## src/bxc_params.svh

```systemverilog
// constants for the bit, transfer and control execution unit
`ifndef BXC_PARAMS_SVH
`define BXC_PARAMS_SVH
`define BXC_FLAG_C 3'h0
`define BXC_FLAG_Z 3'h1
`define BXC_FLAG_N 3'h2
`define BXC_FLAG_V 3'h3
`define BXC_FLAG_S 3'h4
`define BXC_FLAG_H 3'h5
`define BXC_FLAG_T 3'h6
`define BXC_FLAG_I 3'h7
`define BXC_PTR_BASE 5'h1a
`define BXC_MAP_FLAGS 6'h20
`define BXC_MAP_SPL 6'h21
`define BXC_MAP_SPH 6'h22
`define BXC_FLAGS_RESET 8'h00
`define BXC_SP_RESET 16'h0000
`define BXC_CYC_ONE 8'h01
`define BXC_CYC_MEM 8'h02
`define BXC_CYC_CODE 8'h03
`define BXC_SPM_STALL 8
`endif

```

## src/bxc_pkg.sv

```systemverilog
// types for the bit, transfer and control execution unit
package bxc_pkg;
  typedef enum logic [4:0] {
    OP_NOP = 5'b00000,
    OP_IO_BIT_SET = 5'b00001,
    OP_IO_BIT_CLEAR = 5'b00010,
    OP_SHL_LOG = 5'b00011,
    OP_SHR_LOG = 5'b00100,
    OP_ROT_LEFT = 5'b00101,
    OP_ROT_RIGHT = 5'b00110,
    OP_SHR_ARITH = 5'b00111,
    OP_TFLAG_STORE = 5'b01000,
    OP_TFLAG_LOAD = 5'b01001,
    OP_FLAG_SET = 5'b01010,
    OP_FLAG_CLEAR = 5'b01011,
    OP_IND_READ = 5'b01100,
    OP_IND_WRITE = 5'b01101,
    OP_DIR_READ = 5'b01110,
    OP_DIR_WRITE = 5'b01111,
    OP_CODE_READ = 5'b10000,
    OP_CODE_READ_R0 = 5'b10001,
    OP_CODE_WRITE = 5'b10010,
    OP_PUSH = 5'b10011,
    OP_POP = 5'b10100,
    OP_SLEEP = 5'b10101,
    OP_WD_RESTART = 5'b10110,
    OP_BREAK = 5'b10111
  } bxc_op_e;
  typedef enum logic [1:0] {
    AM_PLAIN = 2'b00,
    AM_POSTINC = 2'b01,
    AM_PREDEC = 2'b10,
    AM_DISP = 2'b11
  } bxc_am_e;
  typedef enum logic [1:0] {
    PTR_X = 2'b00,
    PTR_Y = 2'b01,
    PTR_Z = 2'b10
  } bxc_ptr_e;
  typedef enum logic {
    S_IDLE = 1'b0,
    S_RUN = 1'b1
  } bxc_state_e;
endpackage

```

## src/bxc_shift_unit.sv

```systemverilog
// shift and rotate datapath with its flag results
`timescale 1ns/1ns
`default_nettype none
module bxc_shift_unit
  import bxc_pkg::*;
(
  input wire bxc_op_e op_i,
  input wire logic [7:0] d_i,
  input wire logic c_i,
  output logic [7:0] res_o,
  output logic c_o,
  output logic z_o,
  output logic n_o,
  output logic v_o
);
  always_comb begin
    res_o = d_i;
    c_o = c_i;
    case (op_i)
      OP_SHL_LOG: begin
        res_o = {d_i[6:0], 1'b0}; // RULE3
        c_o = d_i[7];
      end
      OP_ROT_LEFT: begin
        res_o = {d_i[6:0], c_i}; // RULE3
        c_o = d_i[7];
      end
      OP_SHR_LOG: begin
        res_o = {1'b0, d_i[7:1]}; // RULE4
        c_o = d_i[0];
      end
      OP_ROT_RIGHT: begin
        res_o = {c_i, d_i[7:1]}; // RULE4
        c_o = d_i[0];
      end
      OP_SHR_ARITH: begin
        res_o = {d_i[7], d_i[7:1]}; // RULE4
        c_o = d_i[0];
      end
      default: begin
        res_o = d_i;
        c_o = c_i;
      end
    endcase
    z_o = (res_o == 8'h00);
    n_o = res_o[7];
    v_o = res_o[7] ^ c_o;
  end
endmodule
`default_nettype wire

```

## src/bxc_ptr_step.sv

```systemverilog
// pointer step: effective address and updated pointer, wrapping
`timescale 1ns/1ns
`default_nettype none
module bxc_ptr_step #(
  parameter int unsigned WIDTH = 16
) (
  input wire logic [WIDTH-1:0] base_i,
  input wire logic pre_i,
  input wire logic step_i,
  input wire logic down_i,
  input wire logic [5:0] off_i,
  output logic [WIDTH-1:0] addr_o,
  output logic [WIDTH-1:0] next_o
);
  logic [WIDTH-1:0] stepped;
  // modulo arithmetic falls out of the fixed width
  assign stepped = down_i ? WIDTH'(base_i - 1'b1) : WIDTH'(base_i + 1'b1); // RULE21
  assign addr_o = pre_i ? stepped : WIDTH'(base_i + {{(WIDTH-6){1'b0}}, off_i});
  assign next_o = step_i ? stepped : base_i;
endmodule
`default_nettype wire

```

## src/bxc_core.sv

```systemverilog
// execution unit for bit, shift, flag, transfer and control operations
// Operation
// RULE1: io bit set, flags kept, two cycles
// RULE2: io bit clear, flags kept, two cycles
// RULE3: left shift or rotate, ZCNV, one cycle
// RULE4: right shift, rotate, arithmetic; ZCNV, one cycle
// RULE5: store register bit into T only
// RULE6: load T into register bit, flags kept
// RULE7: each flag set/clear touches one flag
// RULE8: overflow clear zeroes V only
// RULE9: post-increment read, two cycles, flags kept
// RULE10: pre-decrement then read, two cycles
// RULE11: displacement read only on Y, Z
// RULE12: writes mirror read addressing forms, two cycles
// RULE13: direct read from embedded address, two cycles
// RULE14: direct write to embedded address, two cycles
// RULE15: code read via Z, three cycles, R0 default
// RULE16: push and pop, two cycles each
// RULE17: pop completes in two cycles, flags kept
// RULE18: sleep issues in one cycle, pulse out
// RULE19: watchdog restart pulse, one cycle
// RULE20: break is a debug pulse, flags kept
// RULE21: pointer steps wrap at sixteen bits
// RULE22: code write stalls, data from R1:R0
`timescale 1ns/1ns
`default_nettype none
`include "bxc_params.svh"
module bxc_core
  import bxc_pkg::*;
#(
  parameter int unsigned SPM_STALL = `BXC_SPM_STALL
) (
  input wire logic clk_i,
  input wire logic rst_i,
  input wire logic op_valid_i,
  input wire bxc_op_e op_i,
  input wire bxc_am_e am_i,
  input wire bxc_ptr_e ptr_i,
  input wire logic [4:0] rd_i,
  input wire logic [2:0] bit_i,
  input wire logic [5:0] io_addr_i,
  input wire logic [5:0] disp_i,
  input wire logic [15:0] addr16_i,
  input wire logic [5:0] reg_addr_i,
  input wire logic reg_wr_i,
  input wire logic reg_rd_i,
  input wire logic [7:0] reg_wdata_i,
  output logic [7:0] reg_rdata_o,
  output logic [15:0] dm_addr_o,
  output logic dm_re_o,
  output logic dm_we_o,
  output logic [7:0] dm_wdata_o,
  input wire logic [7:0] dm_rdata_i,
  output logic [5:0] io_addr_o,
  output logic io_re_o,
  output logic io_we_o,
  output logic [7:0] io_wdata_o,
  input wire logic [7:0] io_rdata_i,
  output logic [15:0] pm_addr_o,
  output logic pm_re_o,
  output logic pm_we_o,
  output logic [15:0] pm_wdata_o,
  input wire logic [7:0] pm_rdata_i,
  output logic busy_o,
  output logic done_o,
  output logic illegal_o,
  output logic sleep_o,
  output logic wdr_o,
  output logic break_o
);
  logic [7:0] rf [0:31];
  logic [7:0] flags_reg;
  logic [15:0] sp_reg;
  bxc_state_e state_reg;
  logic [7:0] cnt_reg;
  bxc_op_e op_reg;
  logic [4:0] rd_reg;
  logic [2:0] bit_reg;
  logic accept, finish, is_mem, is_code, is_shift, illegal, ptr_upd;
  logic [7:0] cyc_sel, rd_val, sh_res;
  logic sh_c, sh_z, sh_n, sh_v;
  bxc_ptr_e ptr_sel;
  logic [4:0] ptr_lo;
  logic [15:0] ptr_val, ptr_addr, ptr_next, sp_addr, sp_next, eff_addr;
  logic [5:0] ptr_off;

  assign accept = op_valid_i && (state_reg == S_IDLE);
  assign finish = (state_reg == S_RUN) && (cnt_reg == 8'h00);
  assign rd_val = rf[rd_i];
  assign is_shift = (op_i == OP_SHL_LOG) || (op_i == OP_SHR_LOG) || (op_i == OP_ROT_LEFT)
    || (op_i == OP_ROT_RIGHT) || (op_i == OP_SHR_ARITH);
  assign is_mem = (op_i == OP_IND_READ) || (op_i == OP_IND_WRITE) || (op_i == OP_DIR_READ)
    || (op_i == OP_DIR_WRITE) || (op_i == OP_PUSH) || (op_i == OP_POP);
  assign is_code = (op_i == OP_CODE_READ) || (op_i == OP_CODE_READ_R0);
  // code read forces the Z pair whatever the decoder put on ptr_i
  assign ptr_sel = is_code || (op_i == OP_CODE_WRITE) ? PTR_Z : ptr_i; // RULE15
  assign ptr_lo = 5'(`BXC_PTR_BASE + {2'b00, ptr_sel, 1'b0});
  assign ptr_val = {rf[5'(ptr_lo + 5'h01)], rf[ptr_lo]};
  assign ptr_off = (am_i == AM_DISP) ? disp_i : 6'h00;
  // X has no displacement form; code read has only plain and post-increment
  assign illegal = (((op_i == OP_IND_READ) || (op_i == OP_IND_WRITE)) && (am_i == AM_DISP)
    && (ptr_i == PTR_X)) || (op_i == OP_CODE_READ && am_i[1]) // RULE11
    || (op_i == OP_CODE_READ_R0 && am_i != AM_PLAIN);
  assign ptr_upd = !illegal && ((op_i == OP_IND_READ) || (op_i == OP_IND_WRITE)
    || (op_i == OP_CODE_READ)) && ((am_i == AM_POSTINC) || (am_i == AM_PREDEC));

  bxc_shift_unit u_shift (
    .op_i(op_i),
    .d_i(rd_val),
    .c_i(flags_reg[`BXC_FLAG_C]),
    .res_o(sh_res),
    .c_o(sh_c),
    .z_o(sh_z),
    .n_o(sh_n),
    .v_o(sh_v)
  );

  bxc_ptr_step #(.WIDTH(16)) u_ptr (
    .base_i(ptr_val),
    .pre_i(am_i == AM_PREDEC), // RULE10
    .step_i(ptr_upd), // RULE9
    .down_i(am_i == AM_PREDEC),
    .off_i(ptr_off), // RULE11
    .addr_o(ptr_addr),
    .next_o(ptr_next)
  );

  // push writes then decrements, pop increments then reads
  bxc_ptr_step #(.WIDTH(16)) u_sp (
    .base_i(sp_reg),
    .pre_i(op_i == OP_POP),
    .step_i(1'b1),
    .down_i(op_i == OP_PUSH),
    .off_i(6'h00),
    .addr_o(sp_addr),
    .next_o(sp_next)
  );

  always_comb begin
    case (op_i)
      OP_DIR_READ, OP_DIR_WRITE: eff_addr = addr16_i; // RULE13 RULE14
      OP_PUSH, OP_POP: eff_addr = sp_addr; // RULE16
      default: eff_addr = ptr_addr;
    endcase
  end

  always_comb begin
    if (illegal) begin
      cyc_sel = `BXC_CYC_ONE;
    end else if (is_mem || (op_i == OP_IO_BIT_SET) || (op_i == OP_IO_BIT_CLEAR)) begin
      cyc_sel = `BXC_CYC_MEM; // RULE1 RULE2 RULE9 RULE12 RULE16 RULE17
    end else if (is_code) begin
      cyc_sel = `BXC_CYC_CODE; // RULE15
    end else if (op_i == OP_CODE_WRITE) begin
      cyc_sel = 8'(SPM_STALL); // RULE22
    end else begin
      cyc_sel = `BXC_CYC_ONE; // RULE18 RULE19 RULE20
    end
  end

  always_ff @(posedge clk_i or posedge rst_i) begin
    if (rst_i) begin
      state_reg <= S_IDLE;
      busy_o <= 1'b0;
      cnt_reg <= 8'h00;
      op_reg <= OP_NOP;
      rd_reg <= 5'h00;
      bit_reg <= 3'h0;
    end else if (accept) begin
      op_reg <= op_i;
      rd_reg <= (op_i == OP_CODE_READ_R0) ? 5'h00 : rd_i; // RULE15
      bit_reg <= bit_i;
      if (cyc_sel != `BXC_CYC_ONE) begin
        state_reg <= S_RUN;
        busy_o <= 1'b1;
        cnt_reg <= 8'(cyc_sel - 8'h02);
      end
    end else if (finish) begin
      state_reg <= S_IDLE;
      busy_o <= 1'b0;
    end else if (state_reg == S_RUN) begin
      cnt_reg <= 8'(cnt_reg - 8'h01);
    end
  end

  // a host write in the same cycle as an execution write loses
  always_ff @(posedge clk_i or posedge rst_i) begin
    if (rst_i) begin
      for (int i = 0; i < 32; i++) begin
        rf[i] <= 8'h00;
      end
    end else begin
      if (reg_wr_i && !reg_addr_i[5]) begin
        rf[reg_addr_i[4:0]] <= reg_wdata_i;
      end
      if (accept && is_shift) begin
        rf[rd_i] <= sh_res; // RULE3 RULE4
      end
      if (accept && op_i == OP_TFLAG_LOAD) begin
        rf[rd_i][bit_i] <= flags_reg[`BXC_FLAG_T]; // RULE6
      end
      if (accept && ptr_upd) begin
        rf[ptr_lo] <= ptr_next[7:0]; // RULE9 RULE10 RULE12
        rf[5'(ptr_lo + 5'h01)] <= ptr_next[15:8];
      end
      if (finish && ((op_reg == OP_IND_READ) || (op_reg == OP_DIR_READ)
          || (op_reg == OP_POP))) begin
        rf[rd_reg] <= dm_rdata_i; // RULE9 RULE13 RULE17
      end
      if (finish && ((op_reg == OP_CODE_READ) || (op_reg == OP_CODE_READ_R0))) begin
        rf[rd_reg] <= pm_rdata_i; // RULE15
      end
    end
  end

  always_ff @(posedge clk_i or posedge rst_i) begin
    if (rst_i) begin
      flags_reg <= `BXC_FLAGS_RESET;
    end else begin
      if (reg_wr_i && reg_addr_i == `BXC_MAP_FLAGS) begin
        flags_reg <= reg_wdata_i;
      end
      if (accept && is_shift) begin
        flags_reg[`BXC_FLAG_Z] <= sh_z; // RULE3 RULE4
        flags_reg[`BXC_FLAG_C] <= sh_c;
        flags_reg[`BXC_FLAG_N] <= sh_n;
        flags_reg[`BXC_FLAG_V] <= sh_v;
      end
      if (accept && op_i == OP_TFLAG_STORE) begin
        flags_reg[`BXC_FLAG_T] <= rd_val[bit_i]; // RULE5
      end
      if (accept && op_i == OP_FLAG_SET) begin
        flags_reg[bit_i] <= 1'b1; // RULE7
      end
      // the overflow clear arrives as flag clear with the V index
      if (accept && op_i == OP_FLAG_CLEAR) begin
        flags_reg[bit_i] <= 1'b0; // RULE7 RULE8
      end
    end
  end

  always_ff @(posedge clk_i or posedge rst_i) begin
    if (rst_i) begin
      sp_reg <= `BXC_SP_RESET;
    end else begin
      if (reg_wr_i && reg_addr_i == `BXC_MAP_SPL) begin
        sp_reg[7:0] <= reg_wdata_i;
      end
      if (reg_wr_i && reg_addr_i == `BXC_MAP_SPH) begin
        sp_reg[15:8] <= reg_wdata_i;
      end
      if (accept && ((op_i == OP_PUSH) || (op_i == OP_POP))) begin
        sp_reg <= sp_next; // RULE16
      end
    end
  end

  always_ff @(posedge clk_i or posedge rst_i) begin
    if (rst_i) begin
      dm_addr_o <= 16'h0000;
      dm_re_o <= 1'b0;
      dm_we_o <= 1'b0;
      dm_wdata_o <= 8'h00;
    end else if (accept && is_mem && !illegal) begin
      dm_addr_o <= eff_addr; // RULE9 RULE10 RULE11 RULE12 RULE13 RULE14
      dm_re_o <= (op_i == OP_IND_READ) || (op_i == OP_DIR_READ) || (op_i == OP_POP);
      dm_we_o <= (op_i == OP_IND_WRITE) || (op_i == OP_DIR_WRITE) || (op_i == OP_PUSH);
      dm_wdata_o <= rd_val; // RULE12 RULE14 RULE16
    end else if (finish) begin
      dm_re_o <= 1'b0;
      dm_we_o <= 1'b0;
    end
  end

  // read-modify-write: the write strobe follows once the core is free again
  always_ff @(posedge clk_i or posedge rst_i) begin
    if (rst_i) begin
      io_addr_o <= 6'h00;
      io_re_o <= 1'b0;
      io_we_o <= 1'b0;
      io_wdata_o <= 8'h00;
    end else if (accept && ((op_i == OP_IO_BIT_SET) || (op_i == OP_IO_BIT_CLEAR))) begin
      io_addr_o <= io_addr_i;
      io_re_o <= 1'b1;
      io_we_o <= 1'b0;
    end else if (finish && (op_reg == OP_IO_BIT_SET)) begin
      io_re_o <= 1'b0;
      io_we_o <= 1'b1;
      io_wdata_o <= io_rdata_i | (8'h01 << bit_reg); // RULE1
    end else if (finish && (op_reg == OP_IO_BIT_CLEAR)) begin
      io_re_o <= 1'b0;
      io_we_o <= 1'b1;
      io_wdata_o <= io_rdata_i & ~(8'h01 << bit_reg); // RULE2
    end else begin
      io_we_o <= 1'b0;
    end
  end

  always_ff @(posedge clk_i or posedge rst_i) begin
    if (rst_i) begin
      pm_addr_o <= 16'h0000;
      pm_re_o <= 1'b0;
      pm_we_o <= 1'b0;
      pm_wdata_o <= 16'h0000;
    end else begin
      pm_re_o <= accept && is_code && !illegal;
      pm_we_o <= accept && (op_i == OP_CODE_WRITE);
      if (accept && !illegal && (is_code || op_i == OP_CODE_WRITE)) begin
        pm_addr_o <= ptr_val; // RULE15
        pm_wdata_o <= {rf[5'h01], rf[5'h00]}; // RULE22
      end
    end
  end

  always_ff @(posedge clk_i or posedge rst_i) begin
    if (rst_i) begin
      done_o <= 1'b0;
      illegal_o <= 1'b0;
      sleep_o <= 1'b0;
      wdr_o <= 1'b0;
      break_o <= 1'b0;
    end else begin
      done_o <= (accept && cyc_sel == `BXC_CYC_ONE) || finish;
      illegal_o <= accept && illegal;
      sleep_o <= accept && (op_i == OP_SLEEP); // RULE18
      wdr_o <= accept && (op_i == OP_WD_RESTART); // RULE19
      break_o <= accept && (op_i == OP_BREAK); // RULE20
    end
  end

  always_ff @(posedge clk_i or posedge rst_i) begin
    if (rst_i) begin
      reg_rdata_o <= 8'h00;
    end else if (!reg_rd_i) begin
      reg_rdata_o <= 8'h00;
    end else if (!reg_addr_i[5]) begin
      reg_rdata_o <= rf[reg_addr_i[4:0]];
    end else begin
      case (reg_addr_i)
        `BXC_MAP_FLAGS: reg_rdata_o <= flags_reg;
        `BXC_MAP_SPL: reg_rdata_o <= sp_reg[7:0];
        `BXC_MAP_SPH: reg_rdata_o <= sp_reg[15:8];
        default: reg_rdata_o <= 8'h00;
      endcase
    end
  end

  a_io_set_write: assert property (@(posedge clk_i) disable iff (rst_i) // RULE1
    (accept && op_i == OP_IO_BIT_SET) |=> io_re_o && busy_o ##1 io_we_o && done_o
    && io_wdata_o[$past(bit_reg)] && !busy_o)
    else $error("io bit set not written in two cycles");
  a_io_clr_write: assert property (@(posedge clk_i) disable iff (rst_i) // RULE2
    (finish && op_reg == OP_IO_BIT_CLEAR) |=> io_we_o
    && io_wdata_o == ($past(io_rdata_i) & ~(8'h01 << $past(bit_reg))))
    else $error("io bit clear value wrong");
  a_shift_flags: assert property (@(posedge clk_i) disable iff (rst_i) // RULE3
    (accept && op_i == OP_SHL_LOG && !reg_wr_i) |=>
    flags_reg[`BXC_FLAG_C] == $past(rd_val[7])
    && flags_reg[`BXC_FLAG_Z] == ($past(rd_val[6:0]) == 7'h00)
    && flags_reg[7:4] == $past(flags_reg[7:4]) && done_o)
    else $error("left shift flags wrong");
  a_asr_keep_top: assert property (@(posedge clk_i) disable iff (rst_i) // RULE4
    (accept && op_i == OP_SHR_ARITH && !reg_wr_i) |=>
    flags_reg[`BXC_FLAG_C] == $past(rd_val[0]) && flags_reg[`BXC_FLAG_N] == $past(rd_val[7]))
    else $error("arithmetic right shift flags wrong");
  a_tflag_store: assert property (@(posedge clk_i) disable iff (rst_i) // RULE5
    (accept && op_i == OP_TFLAG_STORE && !reg_wr_i) |=>
    flags_reg[`BXC_FLAG_T] == $past(rd_val[bit_i])
    && flags_reg[5:0] == $past(flags_reg[5:0]))
    else $error("transfer flag store wrong");
  a_vflag_clear: assert property (@(posedge clk_i) disable iff (rst_i) // RULE8
    (accept && op_i == OP_FLAG_CLEAR && bit_i == `BXC_FLAG_V && !reg_wr_i) |=>
    !flags_reg[`BXC_FLAG_V] && flags_reg[2:0] == $past(flags_reg[2:0])
    && flags_reg[7:4] == $past(flags_reg[7:4]))
    else $error("overflow clear touched other flags");
  a_mem_two_cycles: assert property (@(posedge clk_i) disable iff (rst_i) // RULE9 RULE12
    (accept && is_mem && !illegal && !reg_wr_i) |=> busy_o && (dm_re_o || dm_we_o)
    && $stable(flags_reg) ##1 done_o && !busy_o && !dm_re_o && !dm_we_o)
    else $error("data memory access not two cycles");
  a_predec_addr: assert property (@(posedge clk_i) disable iff (rst_i) // RULE10 RULE21
    (accept && op_i == OP_IND_READ && am_i == AM_PREDEC) |=>
    dm_addr_o == 16'($past(ptr_val) - 16'h0001))
    else $error("pre-decrement address wrong");
  a_disp_addr: assert property (@(posedge clk_i) disable iff (rst_i) // RULE11
    (accept && op_i == OP_IND_READ && am_i == AM_DISP && ptr_i != PTR_X) |=>
    dm_addr_o == 16'($past(ptr_val) + {10'h000, $past(disp_i)}))
    else $error("displacement address wrong");
  a_code_three: assert property (@(posedge clk_i) disable iff (rst_i) // RULE15
    (accept && is_code && !illegal) |=> pm_re_o && busy_o ##1 !pm_re_o && busy_o
    ##1 done_o && !busy_o)
    else $error("code read not three cycles");
  a_wdr_pulse: assert property (@(posedge clk_i) disable iff (rst_i) // RULE19
    (accept && op_i == OP_WD_RESTART) |=> wdr_o && done_o && !busy_o ##1 !wdr_o)
    else $error("watchdog restart pulse wrong");
  a_code_write_stall: assert property (@(posedge clk_i) disable iff (rst_i) // RULE22
    (accept && op_i == OP_CODE_WRITE) |=> pm_we_o && busy_o ##[1:300] done_o)
    else $error("code write stall wrong");
endmodule
`default_nettype wire

```

## config.mk

```make
export PLATFORM = sky130hd
export DESIGN_NAME = bxc_core
export DESIGN_NICKNAME = d
export VERILOG_FILES = /design/src/bxc_pkg.sv /design/src/bxc_shift_unit.sv /design/src/bxc_ptr_step.sv /design/src/bxc_core.sv
export VERILOG_INCLUDE_DIRS = /design/src /design/src/src
export SDC_FILE = /design/constraint.sdc
export NUM_CORES = 2
export LEC_CHECK = 0
export BUFFER_PORTS_ARGS = -buffer_cell sky130_fd_sc_hd__buf_4
export CAP_MARGIN = 20
export CELL_PAD_IN_SITES_DETAIL_PLACEMENT = 2
export CELL_PAD_IN_SITES_GLOBAL_PLACEMENT = 2
export CORE_MARGIN = 2
export CORE_UTILIZATION = 42
export CTS_BUF_LIST = sky130_fd_sc_hd__clkbuf_8
export DETAILED_ROUTE_END_ITERATION = 6
export MAX_ROUTING_LAYER = met4
export PLACE_DENSITY_LB_ADDON = 0.1
export SETUP_SLACK_MARGIN = 0.5
export SYNTH_ARGS = -nofsm -noshare
export SYNTH_HDL_FRONTEND = slang
export SYNTH_SLANG_ARGS = --single-unit
```

## constraint.sdc

```tcl
create_clock -name clk_i -period 23.4 [get_ports clk_i]
set_clock_uncertainty 0.05 [all_clocks]
set_input_delay 2.34 -clock clk_i [delete_from_list [all_inputs] [get_ports clk_i]]
set_output_delay 2.34 -clock clk_i [all_outputs]
set_load 0.01 [all_outputs]
```

==> impl_metrics.json <==
{
  "ys_seq_area_share_pct": 29.1,
  "first_global_vias": 41300,
  "critPathSlowestCell": "mux2i_2",
  "antenna_found_initial": 23,
  "crit_family": "multiplexers",
  "drc": 0,
  "max_freq_mhz": 108,
  "cp-start-kind": "input pin",
  "crit_buf_inv": 5,
  "synth_area_leaders": "dfrtp_1, mux4_2, nor2_1",
  "rsz0062_at_grt": "false",
  "grt_pass1_wl_um": 311000,
  "area_growth_pct": 12.2,
  "die_h_um": 287,
  "syn_area_sq_um": 33700,
  "power_leakage_nw": 15.5,
  "clkTransAtPathRegs_ns": 0.06,
  "ir_worst_vdd_mv": 0.0530,
  "clockBufferDepth": 3,
  "maxCapViolCount": 0,
  "hold_viol": 0,
  "dp_hpwl_um": 149000,
  "vias": 41200,
  "cts_setup_buffers": 0,
  "wl_per_cell_um": 41.8,
  "place.port_buffers": 177,
  "routed_wl_um": 223000,
  "syn-num-nets": 4308,
  "period_needed_ns": 9.30,
  "synth-async-reset-ratio_pct": 100,
  "yosysWarnings": 0,
  "io_pins": 178,
  "grt_start_max_net_pins": 125,
  "cts_made_buffers": 81,
  "tns_ns": 0,
  "place_congestion": 1.07,
  "ys_ff_latch": 391,
  "drtIter0Drc": 6298,
  "path_cells": "buf_4 -> nor3b_1 -> a21oi_1 -> inv_1 -> ha_1 -> buf_4 -> mux4_2 -> mux2i_2 -> buf_4 -> inv_1 -> fa_1 -> a21o_1 -> a21oi_1 -> nor2_1 -> nor2_1 -> o21ai_0 -> a211o_1 -> a211oi_2 -> xor2_1 -> mux2i_2 -> a221o_1",
  "initial_core_util_pct": 42.5,
  "min_path_type": "register to register",
  "ant_nets": 0,
  "worst_slew_pin_slew_ns": 1.43,
  "vias_per_cell": 7.73,
  "largest_reg_flops": 256,
  "endpoint_kind": "register",
  "maxSlewViolCount": 0,
  "fin_nets": 4323,
  "synth_cell_types": 89,
  "crit_type": "input pin to register",
  "synth_edf_count": 0,
  "dr.pass1.iters": 7,
  "cp_common_cell": "buf_4",
  "dieArea_sq_um": 82400,
  "overflow": 0,
  "cts_max_level": 3,
  "critPathArrivalTime_ns": 9.92,
  "post_cts_resized": 0,
  "max_stage_delay_ns": 0.85,
  "top_register": "rf",
  "crit_path_max_fanout": 15,
  "placeableCoreArea_sq_um": 79100,
  "drive_gt1_share_pct": 16.7,
  "cts_num_sinks": 391,
  "yosys.area.top_type": "dfrtp_1",
  "postCtsHoldBufs": 0,
  "outcome": "complete, no violations",
  "synth_flop_cell": "dfrtp_1",
  "reg2reg_slack_ns": 17.86,
  "fin_crit_sh_pct": 39.8,
  "slew_headroom_pct": 4.58,
  "required_ns": 24.02,
  "p_per_area_nw_per_um2": 74.1,
  "clk_latency_ns": 0.76,
  "post-synth-top-area-fraction_pct": 29.1,
  "cts-root-buf": "clkbuf_8",
  "grt_usage_pct": 54.4,
  "num_rows": 103,
  "synthCells": 4172,
  "setup_viol": 0,
  "die_w_um": 287,
  "synth_area_per_cell_sq_um": 8.07,
  "hold_slack_ns": 0.457,
  "cts_tree": "done"
}
==> Yosys cell counts (17+ instances only) <==
cell type,count
or3_1,21
a21oi_1,469
and3_1,19
nand2_1,355
o21a_1,21
ha_1,45
nor4_1,20
a22oi_1,33
a31oi_1,37
o21ai_1,33
a211oi_1,32
mux4_2,162
buf_1,29
and2_1,20
nand2b_1,17
a221oi_1,31
nand3_1,66
nor2_1,708
o21ai_0,369
mux2i_1,222
dfrtp_1,391
mux2_2,60
clkbuf_1,320
o211ai_1,68
o221ai_1,19
o22ai_1,156
nor3b_1,19
xnor2_1,39
a21o_1,27
inv_1,42
nor3_1,78
==> final timing paths <==
| kind | depth (start not counted) | start | to |
|---|---|---|---|
| setup / recovery | 21 | op_i[2] | rf[230]$_DFF_PP0_ |
| hold / removal | 1 | dm_addr_o[8]$_DFFE_PP0P_ | dm_addr_o[8]$_DFFE_PP0P_ |
| setup reg to reg | 15 | rf[248]$_DFF_PP0_ | rf[230]$_DFF_PP0_ |
| hold reg to reg | 1 | dm_addr_o[8]$_DFFE_PP0P_ | dm_addr_o[8]$_DFFE_PP0P_ |
| max in group asynchronous | 4 | rst_i | rf[26]$_DFF_PP0_ |
| min in group asynchronous | 2 | rst_i | cnt_reg[7]$_DFFE_PP0P_ |
==> report_power, final <==
part	switching, mW	internal (mW)	total (mW)
combinational	0.637	0.388	1.03
clock	0.379	0.393	0.772
sequential	0.197	0.804	1.00
total	1.21	1.59	2.80
==> per-layer routing <==
layer | up-vias | GRT usage [%] | share of wire, %
li1 | 15500 | - | -
met3 | 1101 | 24.3 | 15
met1 | 21000 | 64.9 | 36
met4 | 0 | 37.2 | 8.6
met2 | 3606 | 72.8 | 40
met5 | - | - | 0
==> placed cells by master, fill, tap and decap left out, types with 15 or more instances in the layout <==
cell,instances
a21o_1,27
o22a_1,15
a22oi_1,33
ha_1,44
diode_2,39
and3_1,19
or3_1,21
nand2b_1,17
xnor2_1,38
a21oi_1,466
inv_1,65
mux2i_1,219
buf_4,293
nor3_1,74
mux4_2,162
a221oi_1,31
o21a_1,20
o21ai_0,369
o22ai_1,156
o21ai_1,31
dfrtp_1,391
nor3b_1,19
and2_1,20
clkbuf_8,104
mux2_2,60
a221o_1,16
o221ai_1,19
nand3_1,66
nand2_1,353
nor2_1,699
o211ai_1,68
a31oi_1,32
a211oi_1,32
==> stage by stage <==
step / area (sq um) / power [mW] / utilization, % / cells / worst slack (ns)
6_report: 37800 / 2.80 / 47.7 / 5328 / 14.10
5_1_grt: 37700 / 2.86 / 47.7 / 5320 / 14.04
4_1_cts: 37500 / 2.72 / 47.4 / 5274 / 14.48
3_5_place_dp: 36000 / 1.95 / 45.5 / 5139 / 13.74
3_3_place_gp: 36000 / 1.90 / 45.5 / 5139 / 13.93
2_1_floorplan: 33700 / 1.50 / - / 4172 / 10.14
==> worst reg2reg max path, stage by stage, from the launching register on <==
cell and delay (ns):
dfrtp_1 0.58, mux4_2 0.56, mux2i_2 0.55, buf_4 0.32
inv_1 0.12, fa_1 0.46, a21o_1 0.18, a21oi_1 0.24
nor2_1 0.08, nor2_1 0.30, o21ai_0 0.16, a211o_1 0.34
a211oi_2 0.23, xor2_1 0.13, mux2i_2 0.86, a221o_1 0.32
==> logic make-up after synthesis <==
group,count (synthesis),synth area share (%)
AOI/OAI and AO/OA,1426,25.5
xor gates and xnor gates,49,1.30
adders and majority gates,50,1.91
buffers and inverters,417,4.83
DFF,391,29.1
muxes,448,19.7
and+or+nand+nor,1391,17.7
==> layout make-up <==
class / instances / area (sq um)
Inverter: 47 / 184
Timing Repair Buffer: 302 / 2290
Clock inverter: 31 / 133
Antenna cell: 39 / 97.6
Tap cell: 1050 / 1310
Multi-Input combinational cell: 3364 / 22500
Clock buffer: 104 / 1430
Fill cell: 8899 / 41400
Sequential cell: 391 / 9780
Note: power is estimated with default switching activity, not from simulation.
